### src/shared/rx_cfg_pkg.sv
`default_nettype none
package rx_cfg_pkg;
    // ------------------------------------------------------------
    // Three-level select encoding
    // ------------------------------------------------------------
    typedef enum logic [1:0] {
        LVL_LOW = 2'h0,
        LVL_MID = 2'h1,
        LVL_HIGH = 2'h2,
        LVL_BAD = 2'h3
    } level3_t;

    // ------------------------------------------------------------
    // Path state, Gray along idle -> run -> halt
    // ------------------------------------------------------------
    typedef enum logic [1:0] {
        PATH_IDLE = 2'h0,
        PATH_RUN = 2'h1,
        PATH_HALT = 2'h3
    } path_state_t;

    // ------------------------------------------------------------
    // Widths and depths
    // ------------------------------------------------------------
    localparam int CHAR_W = 10;
    localparam int DATA_W = 8;
    localparam int STAT_W = 3;
    localparam int WORD_W = STAT_W + CHAR_W;
    localparam int FIFO_DEPTH = 16;

    // ------------------------------------------------------------
    // Status codes of the output register
    // ------------------------------------------------------------
    localparam logic [2:0] STAT_DATA = 3'h0;
    localparam logic [2:0] STAT_SPEC_DEF = 3'h1;
    localparam logic [2:0] STAT_SPEC_ALT = 3'h2;
    localparam logic [2:0] STAT_ERR = 3'h7;

    // ------------------------------------------------------------
    // Special character codes
    // ------------------------------------------------------------
    localparam logic [5:0] SIX_K28_NEG = 6'h0f;
    localparam logic [5:0] SIX_K28_POS = 6'h30;
    localparam logic [3:0] FOUR_ALT7_NEG = 4'h8;
    localparam logic [3:0] FOUR_ALT7_POS = 4'h7;
    localparam logic [4:0] IDX_K23 = 5'h17;
    localparam logic [4:0] IDX_K27 = 5'h1b;
    localparam logic [4:0] IDX_K28 = 5'h1c;
    localparam logic [4:0] IDX_K29 = 5'h1d;
    localparam logic [4:0] IDX_K30 = 5'h1e;
    localparam logic [7:0] ALT_BASE_EXT = 8'h08;
endpackage : rx_cfg_pkg
`default_nettype wire

### src/shared/fifo_if.sv
`timescale 1ns/1ps
`default_nettype none
interface fifo_if #(
    parameter int WIDTH = 13,
    parameter int DEPTH = 16
);
    localparam int LW = $clog2(DEPTH) + 1;
    logic push_valid;
    logic push_ready;
    logic [WIDTH-1:0] push_data;
    logic pop_valid;
    logic pop_ready;
    logic [WIDTH-1:0] pop_data;
    logic [LW-1:0] level;
    logic [LW-1:0] level_next;

    modport user (
        output push_valid, push_data, pop_ready,
        input push_ready, pop_valid, pop_data, level, level_next
    );
    modport store (
        input push_valid, push_data, pop_ready,
        output push_ready, pop_valid, pop_data, level, level_next
    );
endinterface : fifo_if
`default_nettype wire

### src/elastic_fifo.sv
`timescale 1ns/1ps
`default_nettype none
module elastic_fifo #(
    parameter int WIDTH = 13,
    parameter int DEPTH = 16
) (
    input wire logic mclk,
    input wire logic sys_rst,
    fifo_if.store port
);
    localparam int AW = $clog2(DEPTH);
    localparam int LW = AW + 1;

    logic [WIDTH-1:0] mem_q [DEPTH];
    logic [AW-1:0] wr_q, wr_d, rd_q, rd_d;
    logic [LW-1:0] cnt_q, cnt_d;
    logic push, pop;

    always_comb begin
        port.push_ready = (cnt_q != LW'(DEPTH));
        port.pop_valid = (cnt_q != '0);
        port.pop_data = mem_q[rd_q];
        port.level = cnt_q;
        push = port.push_valid && port.push_ready;
        pop = port.pop_ready && port.pop_valid;
        wr_d = push ? AW'((32'(wr_q) + 1) % DEPTH) : wr_q;
        rd_d = pop ? AW'((32'(rd_q) + 1) % DEPTH) : rd_q;
        cnt_d = cnt_q;
        if (push && !pop) begin
            cnt_d = cnt_q + LW'(1);
        end else if (pop && !push) begin
            cnt_d = cnt_q - LW'(1);
        end
        port.level_next = cnt_d;
    end

    always_ff @(posedge mclk) begin
        if (sys_rst) begin
            wr_q <= '0;
            rd_q <= '0;
            cnt_q <= '0;
        end else begin
            wr_q <= wr_d;
            rd_q <= rd_d;
            cnt_q <= cnt_d;
        end
    end

    always_ff @(posedge mclk) begin
        if (push) begin
            mem_q[wr_q] <= port.push_data;
        end
    end
endmodule : elastic_fifo
`default_nettype wire

### src/rx_decoder_clock_mode_select.sv
// Summary of operation
// - Decoder LOW passes raw 10-bit characters, with clock mode MID only
// - Decoder MID uses default special table
// - Decoder HIGH uses alternate special table
// - Clock mode picks source and buffer use
// - Clock mode LOW: reference loads output
// - Clock mode LOW: outputs copy reference
// - Clock mode MID: pair follows recovered rate
// - Clock mode MID bypasses elasticity buffer
`timescale 1ns/1ps
`default_nettype none
module rx_decoder_clock_mode_select #(
    parameter int DEPTH = rx_cfg_pkg::FIFO_DEPTH
) (
    input wire logic mclk,
    input wire logic sys_rst,
    input wire logic [1:0] decoder_mode_select,
    input wire logic [1:0] receive_clock_mode_select,
    input wire logic receive_rate_select,
    input wire logic reference_clock_input,
    input wire logic rec_char_valid,
    input wire logic [rx_cfg_pkg::CHAR_W-1:0] rec_char,
    output logic rec_char_ready,
    output logic [rx_cfg_pkg::CHAR_W-1:0] rx_out_char,
    output logic [rx_cfg_pkg::STAT_W-1:0] rx_out_status,
    output logic rx_out_valid,
    output logic receive_clock_output_pair_p,
    output logic receive_clock_output_pair_n,
    output logic receive_clock_complement_output,
    output logic mode_error
);
    localparam int WW = rx_cfg_pkg::WORD_W;
    localparam int LW = $clog2(DEPTH) + 1;

    // ------------------------------------------------------------
    // Decode tables
    // ------------------------------------------------------------
    function automatic logic [5:0] six_dec(input logic [5:0] s);
        logic [5:0] r;
        r = 6'h00;
        unique case (s)
            6'b100111, 6'b011000: r = {1'b1, 5'h00};
            6'b011101, 6'b100010: r = {1'b1, 5'h01};
            6'b101101, 6'b010010: r = {1'b1, 5'h02};
            6'b110001: r = {1'b1, 5'h03};
            6'b110101, 6'b001010: r = {1'b1, 5'h04};
            6'b101001: r = {1'b1, 5'h05};
            6'b011001: r = {1'b1, 5'h06};
            6'b111000, 6'b000111: r = {1'b1, 5'h07};
            6'b111001, 6'b000110: r = {1'b1, 5'h08};
            6'b100101: r = {1'b1, 5'h09};
            6'b010101: r = {1'b1, 5'h0a};
            6'b110100: r = {1'b1, 5'h0b};
            6'b001101: r = {1'b1, 5'h0c};
            6'b101100: r = {1'b1, 5'h0d};
            6'b011100: r = {1'b1, 5'h0e};
            6'b010111, 6'b101000: r = {1'b1, 5'h0f};
            6'b011011, 6'b100100: r = {1'b1, 5'h10};
            6'b100011: r = {1'b1, 5'h11};
            6'b010011: r = {1'b1, 5'h12};
            6'b110010: r = {1'b1, 5'h13};
            6'b001011: r = {1'b1, 5'h14};
            6'b101010: r = {1'b1, 5'h15};
            6'b011010: r = {1'b1, 5'h16};
            6'b111010, 6'b000101: r = {1'b1, 5'h17};
            6'b110011, 6'b001100: r = {1'b1, 5'h18};
            6'b100110: r = {1'b1, 5'h19};
            6'b010110: r = {1'b1, 5'h1a};
            6'b110110, 6'b001001: r = {1'b1, 5'h1b};
            6'b001110, 6'b001111, 6'b110000: r = {1'b1, 5'h1c};
            6'b101110, 6'b010001: r = {1'b1, 5'h1d};
            6'b011110, 6'b100001: r = {1'b1, 5'h1e};
            6'b101011, 6'b010100: r = {1'b1, 5'h1f};
            default: r = 6'h00;
        endcase
        return r;
    endfunction : six_dec

    function automatic logic [3:0] four_dec(input logic [3:0] f);
        logic [3:0] r;
        r = 4'h0;
        unique case (f)
            4'b1011, 4'b0100: r = {1'b1, 3'h0};
            4'b1001: r = {1'b1, 3'h1};
            4'b0101: r = {1'b1, 3'h2};
            4'b1100, 4'b0011: r = {1'b1, 3'h3};
            4'b1101, 4'b0010: r = {1'b1, 3'h4};
            4'b1010: r = {1'b1, 3'h5};
            4'b0110: r = {1'b1, 3'h6};
            4'b1110, 4'b0001, 4'b0111, 4'b1000: r = {1'b1, 3'h7};
            default: r = 4'h0;
        endcase
        return r;
    endfunction : four_dec

    // Returns {status, 2'b00, data}; alt picks the special table
    function automatic logic [WW-1:0] decode_char(input logic [9:0] c, input logic alt);
        logic [5:0] six;
        logic [3:0] four;
        logic [5:0] s;
        logic [3:0] f;
        logic k28, kx7, special;
        logic [7:0] dat, alt_dat;
        six = c[9:4];
        four = c[3:0];
        k28 = (six == rx_cfg_pkg::SIX_K28_NEG) || (six == rx_cfg_pkg::SIX_K28_POS);
        if (six == rx_cfg_pkg::SIX_K28_POS) begin
            four = ~four;
        end
        s = six_dec(six);
        f = four_dec(four);
        kx7 = (c[3:0] == rx_cfg_pkg::FOUR_ALT7_NEG || c[3:0] == rx_cfg_pkg::FOUR_ALT7_POS)
            && (s[4:0] == rx_cfg_pkg::IDX_K23 || s[4:0] == rx_cfg_pkg::IDX_K27
            || s[4:0] == rx_cfg_pkg::IDX_K29 || s[4:0] == rx_cfg_pkg::IDX_K30);
        special = k28 || kx7;
        dat = {f[2:0], s[4:0]};
        alt_dat = {5'h00, f[2:0]};
        unique case (s[4:0])
            rx_cfg_pkg::IDX_K23: alt_dat = rx_cfg_pkg::ALT_BASE_EXT;
            rx_cfg_pkg::IDX_K27: alt_dat = rx_cfg_pkg::ALT_BASE_EXT + 8'h01;
            rx_cfg_pkg::IDX_K29: alt_dat = rx_cfg_pkg::ALT_BASE_EXT + 8'h02;
            rx_cfg_pkg::IDX_K30: alt_dat = rx_cfg_pkg::ALT_BASE_EXT + 8'h03;
            default: alt_dat = {5'h00, f[2:0]};
        endcase
        if (!(s[5] && f[3])) begin
            return {rx_cfg_pkg::STAT_ERR, 2'h0, 8'h00};
        end else if (special && alt) begin
            return {rx_cfg_pkg::STAT_SPEC_ALT, 2'h0, alt_dat};
        end else if (special) begin
            return {rx_cfg_pkg::STAT_SPEC_DEF, 2'h0, dat};
        end
        return {rx_cfg_pkg::STAT_DATA, 2'h0, dat};
    endfunction : decode_char

    // ------------------------------------------------------------
    // State
    // ------------------------------------------------------------
    rx_cfg_pkg::path_state_t state_q, state_d;
    rx_cfg_pkg::level3_t dec_q, dec_d, clk_q, clk_d;
    logic rate_q, rate_d;
    logic ready_q, ready_d, valid_q, valid_d, err_q, err_d;
    logic [WW-1:0] out_q, out_d;
    logic ref_dly_q, ref_dly_d, div_q, div_d;
    logic pair_q, pair_d, comp_q, comp_d;
    logic pair_n_q, pair_n_d;
    logic legal, elastic, accept, running;
    logic [WW-1:0] word;

    fifo_if #(.WIDTH(WW), .DEPTH(DEPTH)) buf_if ();

    elastic_fifo #(.WIDTH(WW), .DEPTH(DEPTH)) u_fifo (
        .mclk(mclk),
        .sys_rst(sys_rst),
        .port(buf_if.store)
    );

    // ------------------------------------------------------------
    // Next-state logic
    // ------------------------------------------------------------
    always_comb begin
        state_d = state_q;
        dec_d = dec_q;
        clk_d = clk_q;
        rate_d = rate_q;
        valid_d = 1'b0;
        out_d = out_q;
        div_d = div_q;
        ref_dly_d = reference_clock_input;
        pair_d = pair_q;
        comp_d = comp_q;
        running = (state_q == rx_cfg_pkg::PATH_RUN);
        legal = (clk_q == rx_cfg_pkg::LVL_LOW || clk_q == rx_cfg_pkg::LVL_MID)
            && (dec_q != rx_cfg_pkg::LVL_BAD)
            && !(dec_q == rx_cfg_pkg::LVL_LOW && clk_q != rx_cfg_pkg::LVL_MID);
        err_d = !legal;
        elastic = (clk_q == rx_cfg_pkg::LVL_LOW);
        accept = running && rec_char_valid && ready_q;
        if (dec_q == rx_cfg_pkg::LVL_LOW) begin
            word = {rx_cfg_pkg::STAT_DATA, rec_char};
        end else begin
            word = decode_char(rec_char, dec_q == rx_cfg_pkg::LVL_HIGH);
        end
        buf_if.push_valid = accept && elastic;
        buf_if.push_data = word;
        buf_if.pop_ready = running && elastic && reference_clock_input;
        unique case (state_q)
            rx_cfg_pkg::PATH_IDLE: state_d = legal ? rx_cfg_pkg::PATH_RUN : rx_cfg_pkg::PATH_HALT;
            rx_cfg_pkg::PATH_RUN: state_d = rx_cfg_pkg::PATH_RUN;
            rx_cfg_pkg::PATH_HALT: state_d = rx_cfg_pkg::PATH_HALT;
            default: state_d = rx_cfg_pkg::PATH_HALT;
        endcase
        if (running && elastic) begin
            if (reference_clock_input && buf_if.pop_valid) begin
                out_d = buf_if.pop_data;
                valid_d = 1'b1;
            end
        end else if (accept) begin
            out_d = word;
            valid_d = 1'b1;
        end
        if (elastic) begin
            ready_d = running && (buf_if.level_next != LW'(DEPTH));
            pair_d = pair_q ^ ref_dly_q;
            comp_d = ~pair_d;
        end else begin
            ready_d = (state_d == rx_cfg_pkg::PATH_RUN);
            comp_d = comp_q ^ ref_dly_q;
            if (accept) begin
                div_d = ~div_q;
                pair_d = pair_q ^ (rate_q | div_q);
            end
        end
        // Own flop so the negative leg leaves a register too
        pair_n_d = ~pair_d;
    end

    // ------------------------------------------------------------
    // Registers
    // ------------------------------------------------------------
    always_ff @(posedge mclk) begin
        if (sys_rst) begin
            state_q <= rx_cfg_pkg::PATH_IDLE;
            ready_q <= 1'b0;
            valid_q <= 1'b0;
            err_q <= 1'b0;
            out_q <= '0;
            ref_dly_q <= 1'b0;
            div_q <= 1'b0;
            pair_q <= 1'b0;
            comp_q <= 1'b1;
            pair_n_q <= 1'b1;
        end else begin
            state_q <= state_d;
            ready_q <= ready_d;
            valid_q <= valid_d;
            err_q <= err_d;
            out_q <= out_d;
            ref_dly_q <= ref_dly_d;
            div_q <= div_d;
            pair_q <= pair_d;
            comp_q <= comp_d;
            pair_n_q <= pair_n_d;
        end
    end

    // Selects sampled while reset is held, frozen afterwards
    always_ff @(posedge mclk) begin
        if (sys_rst) begin
            dec_q <= rx_cfg_pkg::level3_t'(decoder_mode_select);
            clk_q <= rx_cfg_pkg::level3_t'(receive_clock_mode_select);
            rate_q <= receive_rate_select;
        end else begin
            dec_q <= dec_d;
            clk_q <= clk_d;
            rate_q <= rate_d;
        end
    end

    assign rec_char_ready = ready_q;
    assign rx_out_char = out_q[rx_cfg_pkg::CHAR_W-1:0];
    assign rx_out_status = out_q[WW-1:rx_cfg_pkg::CHAR_W];
    assign rx_out_valid = valid_q;
    assign receive_clock_output_pair_p = pair_q;
    assign receive_clock_output_pair_n = pair_n_q;
    assign receive_clock_complement_output = comp_q;
    assign mode_error = err_q;
endmodule : rx_decoder_clock_mode_select
`default_nettype wire

### config.mk
export PLATFORM = sky130hd
export DESIGN_NAME = rx_decoder_clock_mode_select
export DESIGN_NICKNAME = d
export VERILOG_FILES = /design/src/shared/rx_cfg_pkg.sv /design/src/shared/fifo_if.sv /design/src/elastic_fifo.sv /design/src/rx_decoder_clock_mode_select.sv
export SDC_FILE = /design/constraint.sdc
export NUM_CORES = 1
export LEC_CHECK = 0
export BUFFER_PORTS_ARGS = -buffer_cell sky130_fd_sc_hd__buf_4
export CAP_MARGIN = 20
export CORE_MARGIN = 8
export CORE_UTILIZATION = 45
export DETAILED_ROUTE_END_ITERATION = 16
export PLACE_DENSITY = 0.62
export SLEW_MARGIN = 20
export SYNTH_ARGS = -nofsm -noshare
export SYNTH_HDL_FRONTEND = slang
export SYNTH_SLANG_ARGS = --single-unit
### constraint.sdc
create_clock -name mclk -period 10.5 [get_ports mclk]
set_input_delay 2.1 -clock mclk [delete_from_list [all_inputs] [get_ports mclk]]
set_output_delay 2.1 -clock mclk [all_outputs]
set_load 0.02 [all_outputs]
## After elaboration in Yosys (flattened, before gate mapping)

Memories as Yosys holds them, arrays and structs flattened. A register that Yosys moved wholly into a read port is not among the register bits.
Index checks and enable logic that the tools add are counted.

- Register bits: 41
- Latch bits: 0
- Memory bits (writable): 208
- Memory bits (read-only): 448
- Output and inout bits: 19
- Word-level logic and storage cells: 116
- Memories kept: 3

Memories:

| name | depth | bits a word | rd ports | clocked after memory_dff | wr ports | RTL line | source |
|---|---|---|---|---|---|---|---|
| (no name shown) | 64 | 6 | 1 | 0 | 0 | rx_decoder_clock_mode_select.sv:41 | `unique case (s)` |
| u_fifo.mem_q | 16 | 13 | 1 | 1 | 1 | elastic_fifo.sv:14 | `logic [WIDTH-1:0] mem_q [DEPTH];` |
| (no name shown) | 16 | 4 | 1 | 0 | 0 | rx_decoder_clock_mode_select.sv:82 | `unique case (f)` |

- Add/sub/neg operators: 4
- $mul: 0
- Div/mod/pow operators: 0
- Order comparisons: 0
- Equal/unequal tests: 17
- Shift-type cells: 0
- Multiplexer cells: 32
- Bitwise gates (word level): 9
- Reductions and logical operators: 35

Operators with widths:

| kind | count |
|---|---|
| 13-bit two-way mux | 8 |
| 5-bit equality test (second input constant) | 4 |
| 4-bit two-way mux | 5 |
| 1-bit logical AND | 17 |
| 4-bit one-hot mux with 4 select lines | 1 |
| 1-bit two-way mux | 13 |
| 5-bit two-way mux | 2 |
| 5-bit inequality test (second input constant) | 2 |
| 4-bit by 1-bit adder with 4-bit output (second input constant) | 2 |
| 1-bit logical OR | 7 |
| 2-bit by 1-bit equality test with 1-bit output (second input constant) | 3 |
| 6-bit by 4-bit equality test with 1-bit output (second input constant) | 1 |
| 6-bit equality test (second input constant) | 1 |
| 2-bit logical NOT | 3 |
| 6-bit two-way mux | 1 |
| 5-bit by 1-bit adder with 5-bit output (second input constant) | 1 |
| 5-bit nonzero test | 1 |
| 5-bit by 1-bit subtractor with 5-bit output (second input constant) | 1 |
| 4-bit by 3-bit equality test with 1-bit output (second input constant) | 1 |
| 4-bit equality test (second input constant) | 1 |
| 1-bit logical NOT | 4 |
| 2-bit by 1-bit inequality test with 1-bit output (second input constant) | 2 |
| 1-bit inverter | 4 |
| 4-bit inverter | 1 |
| 8 further kinds | 11 |

## Logic depth before layout (Yosys ltp)

- Depth after elaboration: 16
- Mapped depth: 12

## Modules after synthesis

From an unflattened synthesis, not the netlist that was laid out.

- Cells, all modules: 787
- Area total of the unflattened synthesis: 11523.6 um2

By module, submodules not included:

| module | instances | cells each | area each (um2) |
|---|---|---|---|
| elastic_fifo | 1 | 440 | 8828.5 |
| rx_decoder_clock_mode_select | 1 | 347 | 2695.1 |

## Least setup slack after synthesis

No wires, ideal clock.

- Path kind: input -> register
- Start point: input rec_char[4] (netlist bit)
- End point: memory u_fifo.mem_q[0][1], data pin
- Data arrival time: 4979 ps
- Required time: 10170 ps
- Slack: 5191 ps
- Stages: 11
- Path through: buf_2 > inv_1 > ha_1 > or2_0 > a211oi_1 > o21ai_0 > a211oi_1 > o2111ai_1 > a31oi_4 > mux2i_1 > o21ai_0

- Word-level cells in the longest chain between the ends: 14
- Elaborated cells on any way between the ends: 30

Ends and longest elaborated chain:

| item | RTL line | source |
|---|---|---|
| start, declared | rx_decoder_clock_mode_select.sv:22 | `input wire logic [rx_cfg_pkg::CHAR_W-1:0] rec_char,` |
| memory read 64 x 6 bit | n/a |  |
| 6-bit two-way mux | rx_decoder_clock_mode_select.sv:178 | `if (dec_q == rx_cfg_pkg::LVL_LOW) begin` |
| 5-bit equality test | rx_decoder_clock_mode_select.sv:113, rx_decoder_clock_mode_select.sv:118 |  |
| 1-bit logical OR | rx_decoder_clock_mode_select.sv:113 | `&& (s[4:0] == rx_cfg_pkg::IDX_K23 \|\| s[4:0] == rx_cfg_pkg::IDX_K27` |
| 1-bit logical OR (2 in series) | rx_decoder_clock_mode_select.sv:114 | `\|\| s[4:0] == rx_cfg_pkg::IDX_K29 \|\| s[4:0] == rx_cfg_pkg::IDX_K30);` |
| 1-bit logical AND | rx_decoder_clock_mode_select.sv:113 |  |
| 1-bit logical OR | rx_decoder_clock_mode_select.sv:115 | `special = k28 \|\| kx7;` |
| 1-bit two-way mux / 1-bit logical AND (equally long branches) | rx_decoder_clock_mode_select.sv:129, rx_decoder_clock_mode_select.sv:127 |  |
| 1-bit two-way mux | rx_decoder_clock_mode_select.sv:127 | `end else if (special && alt) begin` |
| 1-bit two-way mux | rx_decoder_clock_mode_select.sv:125 | `if (!(s[5] && f[3])) begin` |
| 1-bit two-way mux | rx_decoder_clock_mode_select.sv:178 |  |
| 13-bit two-way mux * | rx_decoder_clock_mode_select.sv:132 | `return {rx_cfg_pkg::STAT_DATA, 2'h0, dat};` |
| 13-bit two-way mux * | rx_decoder_clock_mode_select.sv:178 |  |
| named net buf_if.push_data[1] | fifo_if.sv:10 | `logic [WIDTH-1:0] push_data;` |
| end, declared | elastic_fifo.sv:14 |  |

Mark *: on every way through the listed nets, which the timed path passes. The rest lies on a longest branch. The select of a mux whose other input is x is not followed.

## Worst setup path after layout

- Start point: input rec_char[5] (netlist bit)
- End point: memory u_fifo.mem_q[3][3], data pin

Same word-level chain as after synthesis.

==> results.cfg <==
[synthesis]
synth_area_um2 = 11300
yosys-top-cells-area = edfxtp_1, mux4_2, dfxtp_1
synth_area_leader_cell = edfxtp_1
synthFlopType = edfxtp_1
synth_cells = 736
ys_seq_area_share_pct = 63.9
avgSynthCellArea_um2 = 15.3
async_reset_ff_share_pct = 0
synth_fp_nets = 770
synth_top_area_share_pct = 56.8
ys_seq_elements = 253
ys_warn_count = 0
synth_edf_count = 213
synth_cell_types = 77

[min_path]
hold_end = out_q[12]
hp-start = out_q[12]
worstHoldPathType = reg2reg
hold_depth = 2

[critical_path]
required_ns = 10.68
critPathKind = in2reg
critPathLaunchType = input pin
cp-end-kind = register
r2r_end = u_fifo.mem_q[3][6]
crit_arrival_ns = 5.55
reg2regPathDepth = 8
critPathMaxFanout = 16
r2r_setup_slack_ns = 7.35
r2r-start = u_fifo.port.level[0]

[drt]
ant_nets = 0
drc = 0
finalWirelength_mm = 27.2
dr.pass1.iters = 5
drtIter0Drc = 666
viasPerCell = 5.99
num_vias = 6713
post_drt_wl_per_cell_um = 24.2

[clock_tree]
cts-root-buf = clkbuf_16
clockBufferDepth = 3
cts_setup_buffers = 0
clk_pin_slew_worst_paths_ns = 0.06
clk_latency_ns = 0.53
ctsHoldBuffers = 0
h-tree-depth = 1
numCtsBuffers = 27
cts_tree = done
cts_sinks = 253
cts_resized = 0

[cells_and_area]
final_nets = 808
fillers = 2000
fin_cells = 1121
area_growth_pct = 13.3
n_antenna_cell = 0
drive_gt1_share_pct = 22.8

[run]
drv_cap = 0

[power]
total_power_uw = 2190
vdd_ir_drop_max_uv = 119
leakagePower_uw = 0.00422
power.density_nw_per_um2 = 171

[global_route]
antenna_found_initial = 0
grt_overflow = 0
grtUsageMet1_pct = 23.3
grtUsageTotal_pct = 17.8
grt.busiest_layer = met2
met2_usage_pct = 29.8
grt_use_met3_pct = 3.51
grt_pass1_vias = 6847
grt_max_degree = 53
grt_first_pass_wirelength_mm = 41.8

[sta]
drv_slew = 0
tightest_slew_ns = 1.02
period_share_pct = 51.1
hold_viol_final = 0
clock.fmax_mhz = 186
final-setup-viol-count = 0
rsz0062_at_grt = false
whs_ns = 0.514
finalClockSkew_ns = 0.0139
setup_tns_ns = 0
slew_headroom_pct = 31.7
period_needed_ns = 5.37

[die]
num_rows = 58
die-area_um2 = 30400
core_area_um2 = 24900
io_pins = 38
die_w_um = 174
start_util_pct = 45.3
fp.dieH_um = 174

[placed_design]
portBuffers = 37
place_hpwl_mm = 16.7
place_inst = 1075
routabilityCongestion = 0.859

[outcome]
status = completed
[where the power goes]
group	switching, uW	internal [uW]
sequential	9.46	1120
combinational	112	57.8
clock	372	518
total	493	1690
[cell usage after synthesis, types with 12 or more instances]
master	count
nor2b_1	15
and2_1	12
nor2_1	61
o21ai_0	21
mux4_2	65
clkbuf_1	22
inv_1	22
nand2_1	46
dfxtp_1	40
a21oi_1	29
ha_1	15
nor3_1	14
edfxtp_1	213
[state kept, by name (all words and copies together), names as in the netlist, 2 cells and up, named ones only]
signal             count
clk_d                  2
dec_d                  2
out_q                 13
state_q                2
u_fifo.mem_q         208
u_fifo.port.level      5
u_fifo.rd_q            4
u_fifo.wr_q            4
[kinds of logic after synthesis]
logic type	share of synthesized area, %
adders and majority gates	1.67
buffers and inverters	2.33
and+or+nand+nor	8.51
xor gates and xnor gates	0.999
DFF	63.9
muxes	13.5
AOI/OAI and AO/OA	9.07
[area by class of cell]
type	instances	area, um^2	area share [%]
timing repair buffer	47	353	2.76
clock buffer	37	743	5.82
clock inverter	9	82.6	0.647
inverter	22	82.6	0.647
tap	330	413	3.24
sequential	253	7200	56.4
multi-input combinational	423	3890	30.5
[placed cells by master (no fill, tap or decap), drive strengths merged, types with 3 or more instances in the layout]
cell type	Yosys	layout
nand3	8	8
clkinv	0	6
xnor2	6	6
inv	22	24
a221oi	3	3
a22o	5	5
nor2	61	61
a21oi	29	29
dfxtp	40	40
edfxtp	213	213
a311oi	7	7
mux2i	4	4
o21ai	22	22
a32o	4	4
nor2b	15	15
ha	15	15
a21o	8	8
or2	5	5
a211oi	10	10
nand3b	3	3
o211a	3	3
nor3	14	14
o32ai	4	4
nand4	3	3
o211ai	3	3
nand2	46	46
and2	12	12
and3	4	4
nand2b	9	9
buf	16	47
xor2	6	6
clkbuf	22	37
mux4	65	65
a2111oi	3	3
o31a	3	3
[worst max path at each step]
stage / from / to / slack (ns) / cells after the start
5_1_grt: rec_char[5] / u_fifo.mem_q[3][3] / 4.91 / 11
2_1_floorplan: rec_char[4] / u_fifo.mem_q[0][1] / 5.19 / 11
3_3_place_gp: rec_char[5] / u_fifo.mem_q[14][3] / 4.93 / 11
6_report: rec_char[5] / u_fifo.mem_q[3][3] / 5.13 / 11
4_1_cts: rec_char[5] / u_fifo.mem_q[3][3] / 5.20 / 11
3_5_place_dp: rec_char[5] / u_fifo.mem_q[13][3] / 4.71 / 11
[per-stage QoR]
| stage | setup WS, ns | instance area (um^2) | utilization (%) |
|---|---|---|---|
| finish | 5.13 | 12800 | 51.3 |
| global route | 4.91 | 12800 | 51.3 |
| CTS | 5.20 | 12800 | 51.3 |
| detailed placement | 4.71 | 11900 | 47.9 |
| global placement | 4.93 | 11900 | 47.9 |
| floorplan | 5.19 | 11300 | - |
[routing by layer]
layer,vias up,part of all wire [%]
met2,241,49
met1,3448,43
met5,-,0
met4,0,1.8
li1,2982,-
met3,42,6.1
[critical path: stages]
cell       delay (ns)
buf_4            0.13
inv_1            0.21
ha_1             0.38
or2_0            0.24
a211oi_1         0.23
o21ai_0          0.23
a211oi_1         0.43
o2111ai_1        0.29
a31oi_4          0.41
a2111oi_2        0.09
nor2b_1          0.80
(Power assumes the default switching activity.)
